**config.mk**
```make
export PLATFORM = sky130hd
export DESIGN_NAME = clkas_status_bank
export DESIGN_NICKNAME = d
export VERILOG_FILES = /design/src/clkas_pkg.sv /design/src/clkas_status_bank.sv /design/src/clkas_sync.sv
export VERILOG_INCLUDE_DIRS = /design/src
export SDC_FILE = /design/constraint.sdc
export NUM_CORES = 1
export LEC_CHECK = 0
export BUFFER_PORTS_ARGS = -buffer_cell sky130_fd_sc_hd__clkbuf_2
export CAP_MARGIN = 20
export CORE_MARGIN = 1.5
export CORE_UTILIZATION = 47
export CTS_CLUSTER_SIZE = 12
export DETAILED_ROUTE_END_ITERATION = 8
export PLACE_DENSITY = 0.83
export SYNTH_ARGS = -nofsm -noshare
export SYNTH_HDL_FRONTEND = slang
export SYNTH_SLANG_ARGS = --single-unit
```
**constraint.sdc**
```tcl
create_clock -name mclk -period 2.26 [get_ports mclk]
set_input_delay 0.339 -clock mclk [delete_from_list [all_inputs] [get_ports mclk]]
set_output_delay 0.339 -clock mclk [all_outputs]
set_load 0.03 [all_outputs]
```
**src/clkas_defs.svh**
```systemverilog
`ifndef CLKAS_DEFS_SVH
`define CLKAS_DEFS_SVH

// register offsets
`define CLKAS_OFS_ACTIVE      8'h80
`define CLKAS_OFS_LIVE_LOSS   8'h81
`define CLKAS_OFS_LIVE_LOCK   8'h82
`define CLKAS_OFS_STICKY_LOSS 8'h83
`define CLKAS_OFS_STICKY_LOCK 8'h84
`define CLKAS_OFS_PART_HIGH   8'h86
`define CLKAS_OFS_PART_LOWREV 8'h87
`define CLKAS_OFS_CONTROL     8'h88

// field positions
`define CLKAS_BIT_IN1_ACTIVE  0
`define CLKAS_BIT_IN2_ACTIVE  1
`define CLKAS_BIT_REF_LOSS    0
`define CLKAS_BIT_IN1_LOSS    1
`define CLKAS_BIT_IN2_LOSS    2
`define CLKAS_BIT_LOCK_LIVE   0
`define CLKAS_BIT_LOCK_STICKY 1
`define CLKAS_BIT_CAL_START   6

// reset values and constant read bits
`define CLKAS_RST_ACTIVE      8'h20
`define CLKAS_RST_STICKY_LOSS 3'h0
`define CLKAS_RST_STICKY_LOCK 1'h1
`define CLKAS_RST_RDATA       8'h00

// identity, values arbitrary
`define CLKAS_PART_ID         12'h5a3
`define CLKAS_REVISION_ID     4'h7

`endif

```
**src/clkas_pkg.sv**
```systemverilog
`default_nettype none
package clkas_pkg;
  typedef logic [7:0] clkas_byte_t;
  typedef logic [7:0] clkas_addr_t;
  typedef enum logic [1:0] {
    CLKAS_CAL_IDLE  = 2'b00,
    CLKAS_CAL_START = 2'b01,
    CLKAS_CAL_WAIT  = 2'b10
  } clkas_cal_e;
endpackage : clkas_pkg
`default_nettype wire

```
**src/clkas_status_bank.sv**
```systemverilog
// How it works
// - input two's active bit is 1 only while input two is selected and has no live signal loss.
// - input one's active bit is 1 only while input one is selected and has no live signal loss.
// - bit 2 of the live loss register follows input two's loss alarm.
// - bit 1 of the live loss register follows input one's loss alarm.
// - bit 0 of the live loss register follows the crystal reference loss alarm.
// - bit 0 of the live lock register reads 1 while the PLL is unlocked and 0 while locked.
// - the sticky input two loss flag at bit 2 sets while its live alarm is up and holds.
// - the sticky input one loss flag at bit 1 sets while its live alarm is up and holds.
// - the sticky reference loss flag at bit 0 sets while its live alarm is up and holds.
// - the sticky lock loss flag at bit 1 of its own register latches any lock loss.
// - writing 0 to a sticky flag bit clears that flag.
// - the interrupt output is high when the output is enabled and an unmasked flag is set.
// - writing 1 to the self-clearing calibration bit starts calibration; lock regained ends it.
`timescale 1ns/1ps
`default_nettype none
`include "clkas_defs.svh"
module clkas_status_bank (
  // clock and reset
  input  wire logic                  mclk,
  input  wire logic                  rst,
  // register port from the serial interface decoder
  input  wire clkas_pkg::clkas_addr_t regAddr,
  input  wire clkas_pkg::clkas_byte_t regWrData,
  input  wire logic                  regWrite,
  input  wire logic                  regRead,
  output var  clkas_pkg::clkas_byte_t regRdData,
  output var  logic                  regRdValid,
  // live alarms and selection from the clock path, asynchronous
  input  wire logic                  inputTwoLossAlarm,
  input  wire logic                  inputOneLossAlarm,
  input  wire logic                  referenceLossAlarm,
  input  wire logic                  lockLossAlarm,
  input  wire logic                  inputTwoSelected,
  // interrupt control levels, same clock
  input  wire logic                  interruptOutEnable,
  input  wire logic                  inputTwoLossIrqMask,
  input  wire logic                  inputOneLossIrqMask,
  input  wire logic                  referenceLossIrqMask,
  input  wire logic                  lockLossIrqMask,
  // outputs to pins and to the PLL
  output var  logic                  interruptOut,
  output var  logic                  selfCalibrationStart,
  output var  logic                  calibrationBusy
);
  import clkas_pkg::*;

  ////////////////////////////////////////////////////////////////////////////
  // synchronised live status

  logic [4:0] asyncLevels;
  logic [4:0] syncLevels;
  logic       inputTwoLossLive;
  logic       inputOneLossLive;
  logic       referenceLossLive;
  logic       lockLossLive;
  logic       inputTwoSel;

  assign asyncLevels = {inputTwoSelected, lockLossAlarm, referenceLossAlarm,
                        inputOneLossAlarm, inputTwoLossAlarm};

  clkas_sync #(
    .WIDTH (5)
  ) u_sync (
    .mclk    (mclk),
    .rst     (rst),
    .asyncIn (asyncLevels),
    .syncOut (syncLevels)
  );

  assign inputTwoLossLive  = syncLevels[0];
  assign inputOneLossLive  = syncLevels[1];
  assign referenceLossLive = syncLevels[2];
  assign lockLossLive      = syncLevels[3];
  assign inputTwoSel       = syncLevels[4];

  ////////////////////////////////////////////////////////////////////////////
  // active input indicators

  logic inputTwoActiveInd_q;
  logic inputTwoActiveInd_d;
  logic inputOneActiveInd_q;
  logic inputOneActiveInd_d;

  // a lost input never reads active even while still selected
  assign inputTwoActiveInd_d = inputTwoSel & ~inputTwoLossLive;
  assign inputOneActiveInd_d = ~inputTwoSel & ~inputOneLossLive;

  always_ff @(posedge mclk) begin
    if (rst) begin
      inputTwoActiveInd_q <= 1'b0;
      inputOneActiveInd_q <= 1'b0;
    end else begin
      inputTwoActiveInd_q <= inputTwoActiveInd_d;
      inputOneActiveInd_q <= inputOneActiveInd_d;
    end
  end

  ////////////////////////////////////////////////////////////////////////////
  // write decode

  logic wrStickyLoss;
  logic wrStickyLock;
  logic wrControl;

  // read-only offsets decode to nothing, so writes there vanish
  assign wrStickyLoss = regWrite & (regAddr == `CLKAS_OFS_STICKY_LOSS);
  assign wrStickyLock = regWrite & (regAddr == `CLKAS_OFS_STICKY_LOCK);
  assign wrControl    = regWrite & (regAddr == `CLKAS_OFS_CONTROL);

  ////////////////////////////////////////////////////////////////////////////
  // sticky flags

  // a flag clears on a written 0 unless its alarm is up in the same cycle
  function automatic logic sticky_next(input logic flag, input logic live,
                                       input logic wr, input logic wbit);
    logic keep;
    keep = flag & ~(wr & ~wbit);
    return live | keep;
  endfunction : sticky_next

  logic [2:0] stickyLoss_q;
  logic [2:0] stickyLoss_d;
  logic       lockLossSticky_q;
  logic       lockLossSticky_d;

  assign stickyLoss_d[`CLKAS_BIT_IN2_LOSS] = sticky_next(
    stickyLoss_q[`CLKAS_BIT_IN2_LOSS], inputTwoLossLive,
    wrStickyLoss, regWrData[`CLKAS_BIT_IN2_LOSS]);
  assign stickyLoss_d[`CLKAS_BIT_IN1_LOSS] = sticky_next(
    stickyLoss_q[`CLKAS_BIT_IN1_LOSS], inputOneLossLive,
    wrStickyLoss, regWrData[`CLKAS_BIT_IN1_LOSS]);
  assign stickyLoss_d[`CLKAS_BIT_REF_LOSS] = sticky_next(
    stickyLoss_q[`CLKAS_BIT_REF_LOSS], referenceLossLive,
    wrStickyLoss, regWrData[`CLKAS_BIT_REF_LOSS]);
  assign lockLossSticky_d = sticky_next(
    lockLossSticky_q, lockLossLive,
    wrStickyLock, regWrData[`CLKAS_BIT_LOCK_STICKY]);

  always_ff @(posedge mclk) begin
    if (rst) begin
      stickyLoss_q     <= `CLKAS_RST_STICKY_LOSS;
      lockLossSticky_q <= `CLKAS_RST_STICKY_LOCK;
    end else begin
      stickyLoss_q     <= stickyLoss_d;
      lockLossSticky_q <= lockLossSticky_d;
    end
  end

  ////////////////////////////////////////////////////////////////////////////
  // interrupt output

  logic [3:0] flagVec;
  logic [3:0] maskVec;
  logic       interrupt_d;

  assign flagVec = {lockLossSticky_q, stickyLoss_q};
  assign maskVec = {lockLossIrqMask, inputTwoLossIrqMask,
                    inputOneLossIrqMask, referenceLossIrqMask};
  assign interrupt_d = interruptOutEnable & (|(flagVec & ~maskVec));

  always_ff @(posedge mclk) begin
    if (rst) begin
      interruptOut <= 1'b0;
    end else begin
      interruptOut <= interrupt_d;
    end
  end

  ////////////////////////////////////////////////////////////////////////////
  // self calibration

  clkas_cal_e calState_q;
  clkas_cal_e calState_d;
  logic       calRequest;

  assign calRequest = wrControl & regWrData[`CLKAS_BIT_CAL_START];

  // the start bit is never stored, so it reads back 0 by itself
  always_comb begin
    calState_d = calState_q;
    case (calState_q)
      CLKAS_CAL_IDLE: begin
        if (calRequest) begin
          calState_d = CLKAS_CAL_START;
        end
      end
      CLKAS_CAL_START: begin
        calState_d = CLKAS_CAL_WAIT;
      end
      CLKAS_CAL_WAIT: begin
        // a fresh request wins over lock regained so no start write made while waiting is lost
        if (calRequest) begin
          calState_d = CLKAS_CAL_START;
        end else if (!lockLossLive) begin
          calState_d = CLKAS_CAL_IDLE;
        end
      end
      default: begin
        calState_d = CLKAS_CAL_IDLE;
      end
    endcase
  end

  always_ff @(posedge mclk) begin
    if (rst) begin
      calState_q           <= CLKAS_CAL_IDLE;
      selfCalibrationStart <= 1'b0;
      calibrationBusy      <= 1'b0;
    end else begin
      calState_q           <= calState_d;
      selfCalibrationStart <= (calState_d == CLKAS_CAL_START);
      calibrationBusy      <= (calState_d != CLKAS_CAL_IDLE);
    end
  end

  ////////////////////////////////////////////////////////////////////////////
  // read mux

  logic [11:0] partId;
  logic [3:0]  revId;
  clkas_byte_t activeByte;
  clkas_byte_t liveLossByte;
  clkas_byte_t liveLockByte;
  clkas_byte_t stickyLossByte;
  clkas_byte_t stickyLockByte;
  clkas_byte_t rdMux;

  assign partId = `CLKAS_PART_ID;
  assign revId  = `CLKAS_REVISION_ID;

  // reserved bit 5 of the active register reads as its reset value
  assign activeByte = `CLKAS_RST_ACTIVE
                    | {6'h00, inputTwoActiveInd_q, inputOneActiveInd_q};
  assign liveLossByte   = {5'h00, inputTwoLossLive, inputOneLossLive,
                           referenceLossLive};
  assign liveLockByte   = {7'h00, lockLossLive};
  assign stickyLossByte = {5'h00, stickyLoss_q};
  assign stickyLockByte = {6'h00, lockLossSticky_q, 1'b0};

  always_comb begin
    case (regAddr)
      `CLKAS_OFS_ACTIVE:      rdMux = activeByte;
      `CLKAS_OFS_LIVE_LOSS:   rdMux = liveLossByte;
      `CLKAS_OFS_LIVE_LOCK:   rdMux = liveLockByte;
      `CLKAS_OFS_STICKY_LOSS: rdMux = stickyLossByte;
      `CLKAS_OFS_STICKY_LOCK: rdMux = stickyLockByte;
      `CLKAS_OFS_PART_HIGH:   rdMux = partId[11:4];
      `CLKAS_OFS_PART_LOWREV: rdMux = {partId[3:0], revId};
      default:                rdMux = 8'h00;
    endcase
  end

  // read data is sampled on the strobe edge, shows one cycle later and is held until the next
  always_ff @(posedge mclk) begin
    if (rst) begin
      regRdData  <= `CLKAS_RST_RDATA;
      regRdValid <= 1'b0;
    end else begin
      regRdValid <= regRead;
      if (regRead) begin
        regRdData <= rdMux;
      end
    end
  end
endmodule : clkas_status_bank
`default_nettype wire

```
**src/clkas_sync.sv**
```systemverilog
`timescale 1ns/1ps
`default_nettype none
module clkas_sync #(
  parameter int WIDTH = 1
) (
  // clock and reset
  input  wire logic             mclk,
  input  wire logic             rst,
  // asynchronous levels in, synchronised levels out
  input  wire logic [WIDTH-1:0] asyncIn,
  output var  logic [WIDTH-1:0] syncOut
);
  logic [WIDTH-1:0] meta_q;

  // first stage feeds only the second
  always_ff @(posedge mclk) begin
    if (rst) begin
      meta_q  <= '0;
      syncOut <= '0;
    end else begin
      meta_q  <= asyncIn;
      syncOut <= meta_q;
    end
  end
endmodule : clkas_sync
`default_nettype wire

```
## After elaboration in Yosys (flattened, before gate mapping)

Index checks and enable logic that the tools add are counted.

- Bits in latches: 0
- Bits in read-only memories: 0
- Bits in writable memories: 0
- Output and inout bits: 12
- Memories kept: 0
- Input bits: 30
- Word-level logic and storage cells: 62
- Register bits after elaboration: 30

- $mul: 0
- Reductions and logical operators: 3
- Order comparisons: 0
- $add $sub $neg: 0
- Shifts and indexed selects: 0
- Divide/modulo/power cells: 0
- Eq/ne operators: 11
- Multiplexer cells: 5
- Bitwise operators: 31

Operators by type and width:

| kind | count |
|---|---|
| 8-bit == test (second input constant) | 8 |
| 7-bit case mux with 7 select lines | 1 |
| 1-bit bitwise AND | 15 |
| 1-bit inverter | 10 |
| 2-bit 2-to-1 mux | 3 |
| 2-bit case mux with 3 select lines | 1 |
| 4-bit bitwise AND | 1 |
| 2-bit by 1-bit == test with 1-bit output (second input constant) | 2 |
| 4-bit inverter | 1 |
| 1-bit OR | 4 |
| 4-bit OR reduction | 1 |
| 2-bit == test (second input constant) | 1 |
| 2-bit logical NOT | 1 |
| 2-bit nonzero test | 1 |

## Logic depth before layout (Yosys ltp)

- Depth in word-level cells: 6
- Gate-level depth with buffers: 4
- Mapped depth without buffers: 3

## Modules after synthesis

Synthesis repeated with hierarchy kept, for this count alone.

- Cell total of the unflattened synthesis: 117
- Area total of the unflattened synthesis: 1128.6 µm²

By module, submodules not included:

| module | cells an instance | sequential area each (µm²) | times used | area an instance (µm²) |
|---|---|---|---|---|
| clkas_status_bank | 97 | 360.3 | 1 | 865.8 |
| clkas_sync | 20 | 200.2 | 1 | 262.8 |

## Least setup slack after synthesis

OpenSTA, ideal clock, no wires.

- Path kind: input port to flip-flop
- Start: in regAddr[5]
- End: reg calState_q[1]
- Setup slack: 533 ps
- Arrival time: 1611 ps
- Library setup time: 116 ps
- Stages on the path: 3
- Path buffers: 0
- Required time: 2144 ps
- Cells stage by stage: or4b_1 or4_1 a41o_1

- Word-level cells in the longest chain between the ends: 5
- Elaborated cells between the ends (all ways): 6
- Classes of those cells: 1 x eq/ne; 3 x mux; 2 x bitwise

Ends and longest elaborated chain:

| what | line | source |
|---|---|---|
| start: declaration | clkas_status_bank.sv:23 | `input wire clkas_pkg::clkas_addr_t regAddr,` |
| 8-bit == test (no line) * | - |  |
| 1-bit bitwise AND * | clkas_status_bank.sv:109 | `` assign wrControl = regWrite & (regAddr == `CLKAS_OFS_CONTROL); `` |
| 1-bit bitwise AND * | clkas_status_bank.sv:177 | `` assign calRequest = wrControl & regWrData[`CLKAS_BIT_CAL_START]; `` |
| 2-bit 2-to-1 mux, on equally long branches | clkas_status_bank.sv:193, clkas_status_bank.sv:184 |  |
| 2-bit case mux with 3 select lines * | clkas_status_bank.sv:182 | `case (calState_q)` |
| end signal: assignment | clkas_status_bank.sv:211 | `calState_q <= calState_d;` |
| end: declaration | clkas_status_bank.sv:173 | `clkas_cal_e calState_q;` |

Every way passes the cells marked *; elsewhere a longest branch is shown, timed or not.
A chain may end at the register's enable or synchronous reset.

## Worst setup path after layout

Same ends and word-level chain as after synthesis.

==> impl_metrics.py <==
metrics = {
    "outcome": {
        "outcome": "finished clean",
    },
    "global_route": {
        "grt_usage_pct": 19.2,
        "antenna_found_initial": 0,
        "grt_start_max_net_pins": 18,
        "grt_pass1_wl_um": 3910,
        "gr-total-overflow": 0,
        "grt_pass1_vias": 914,
    },
    "routing": {
        "vias": 1012,
        "route.detailed.drc": 0,
        "avgViaCountPerCell": 5.62,
        "first_pass_iters": 4,
        "totalWireLength_um": 2330,
        "antenna_left": 0,
        "first_iter_violations": 14,
        "wire_per_inst_um": 12.9,
    },
    "layout": {
        "diodes": 0,
        "nets": 183,
        "multi_input_area_um2": 520,
        "mostFrequentLayoutCells": "36 x clkbuf_2, 28 x dfxtp_1, 14 x nor2b_1",
        "drive_gt1_share_pct": 28.9,
        "design_area_um2": 1390,
        "syn_to_final_growth_pct": 21.5,
        "final_core_util_pct": 61.5,
        "stdcell_count": 180,
        "fill_cells": 202,
        "regArea_um2": 561,
        "final_common_cell": "clkbuf_2",
    },
    "worst_setup_path": {
        "cp_slowest_stage_delay_ns": 0.53,
        "crit_path_end_kind": "register",
        "cp.required_ns": 2.50,
        "crit_arrival_ns": 1.75,
        "start_kind": "input pin",
        "critPathKind": "input pin to register",
        "crit_fanout": 2,
        "path_cells": "clkbuf_2, or4b_1, or4_1, a41o_1",
        "crit_family": "simple AND/OR/NAND/NOR gates",
        "cp.depth": 4,
        "cp_slowest_cell": "or4b_1",
        "reg2regPathDepth": 3,
        "critPathBufInv": 1,
    },
    "placement": {
        "port_buffers": 36,
        "gp_congestion": 0.815,
        "dp_hpwl_um": 1810,
        "place_worst_setup_slack_ns": 0.390,
        "dp.cells": 176,
        "dpl-instance-area_um2": 1330,
    },
    "clocking": {
        "cts_root_buffer": "clkbuf_4",
        "cts-hold-fix-buffers": 0,
        "cts_num_sinks": 28,
        "clk_latency_ns": 0.33,
        "cts_inserted_buffers": 3,
        "cts_resized": 0,
        "cts_buffer_depth": 2,
        "post_cts_buffers": 0,
        "clkTransAtPathRegs_ns": 0.15,
        "cts_htree_levels": 1,
        "cts_tree": "built",
    },
    "synth": {
        "synth_cell_types": 40,
        "synth_nets": 148,
        "avgSynthCellArea_um2": 9.67,
        "yosys_warnings": 0,
        "syn-cell-area_um2": 1140,
        "ys.flop_type": "dfxtp_1",
        "seq_area_frac_synth_pct": 49.1,
        "synth_edf_count": 0,
        "synth_async_sr_flop_share_pct": 0,
        "postSynthCellCount": 118,
        "ys_ff_latch": 28,
    },
    "power": {
        "p_per_area_nw_per_um2": 671,
        "switchingPower_mw": 0.202,
        "p_int_mw": 0.729,
        "ir_drop_mv": 0.561,
        "sw_frac_of_total_pct": 21.7,
        "power.total_mw": 0.931,
        "combinationalPowerShare_pct": 9.8,
        "power_frac_clock_pct": 34.7,
        "leakage_nw": 0.621,
        "p_seq_share_pct": 55.5,
    },
    "sta": {
        "setup_viol": 0,
        "finalSetupTns_ns": 0,
        "skew_ns": 0.00536,
        "period_minus_slack_ns": 1.51,
        "fin_ws_ns": 0.748,
        "final_max_slew_viol_count": 0,
        "fmax_mhz": 661,
        "final-hold-violation-count": 0,
        "timing.hold.ws_ns": 0.209,
        "period_share_pct": 66.9,
        "rsz0062_at_grt": "false",
    },
    "floorplan": {
        "die_w_um": 52.3,
        "die_area_um2": 2730,
        "initial_core_util_pct": 50.6,
        "die_y_um": 52.3,
        "io_pins": 42,
        "fp-row-count": 17,
        "coreArea_um2": 2250,
    },
    "job": {
        "maxCapViolCount": 0,
    },
    "hold_path": {
        "holdPathStages": 2,
        "min_path_type": "input pin to register",
    },
}
cells by family (layout without fill, tap and decap cells):
group,count (synthesis),after routing,synth area share (%)
AND/OR/NAND/NOR,52,52,27.7
flip-flops,28,28,49.1
AO/OA/AOI/OAI,21,21,15.7
buffers and inverters,14,48,5.26
multiplexers,2,2,1.86
other,1,1,0.329
final cells by class:
class	instances	share of cell area (%)
sequential	28	40.4
multi-input combinational	76	37.5
timing repair buffer	38	14.1
tap	28	2.53
clock inverter	1	2.17
clock buffer	3	1.62
inverter	6	1.62
routing by layer:
metal | up-vias | GRT usage, % | routed length, µm
met2 | 28 | 36.7 | 1200
met4 | 0 | 4.27 | 11
met1 | 481 | 20.8 | 1010
li1 | 501 | - | -
met5 | - | 0 | 0
met3 | 2 | 5.14 | 106
flip-flops by register name, indices dropped and copies added, names as in the netlist:
| signal | count |
|---|---|
| regRdData | 6 |
| lockLossSticky_q | 1 |
| regRdValid | 1 |
| stickyLoss_q | 3 |
| interruptOut | 1 |
| inputOneActiveInd_q | 1 |
| calibrationBusy | 1 |
| selfCalibrationStart | 1 |
| inputTwoActiveInd_q | 1 |
| u_sync.meta_q | 5 |
| calState_q | 2 |
| u_sync.syncOut | 5 |
worst paths after layout:
path	startpoint	to	slack (ns)
worst max-delay path	regAddr[5]	calState_q[1]	0.75
worst min-delay path	interruptOutEnable	interruptOut	0.21
worst max register to register	u_sync.syncOut[3]	regRdData[0]	1.04
worst min register to register	u_sync.syncOut[4]	inputOneActiveInd_q	0.43
cells in the mapped netlist (all sizes together) (2+ instances only):
cell    number  area share [%]
buf          2             1.3
o31ai        2             1.3
a21oi        2            0.88
a311oi       3             2.3
clkbuf       6             2.0
nand4        3             1.6
nor2b       14             7.7
nand3b       2             1.3
nand3        3             1.3
dfxtp       28              49
nor3b        2             1.3
nor2        10             3.3
inv          6             2.0
nand2b       2             1.1
nand2        2            0.66
nor3         4             1.8
nor4b        3             2.3
a211o        2             1.5
power groups by stage:
| stage | registers (mW) | logic, mW | clock network, mW |
|---|---|---|---|
| floorplan | 0.529 | 0.0510 | 0 |
| global placement | 0.527 | 0.0874 | 0 |
| detailed placement | 0.528 | 0.0916 | 0 |
| CTS | 0.517 | 0.0920 | 0.329 |
| global route | 0.518 | 0.102 | 0.352 |
| finish | 0.516 | 0.0917 | 0.323 |
worst reg2reg max path: cells and delay by family, from the launching register on:
kind	cells	cell delay (ns)
AO/OA/AOI/OAI	2	0.50
multiplexers	1	0.27
flip-flops	1	0.37
Power figures use the tool's default switching activity.
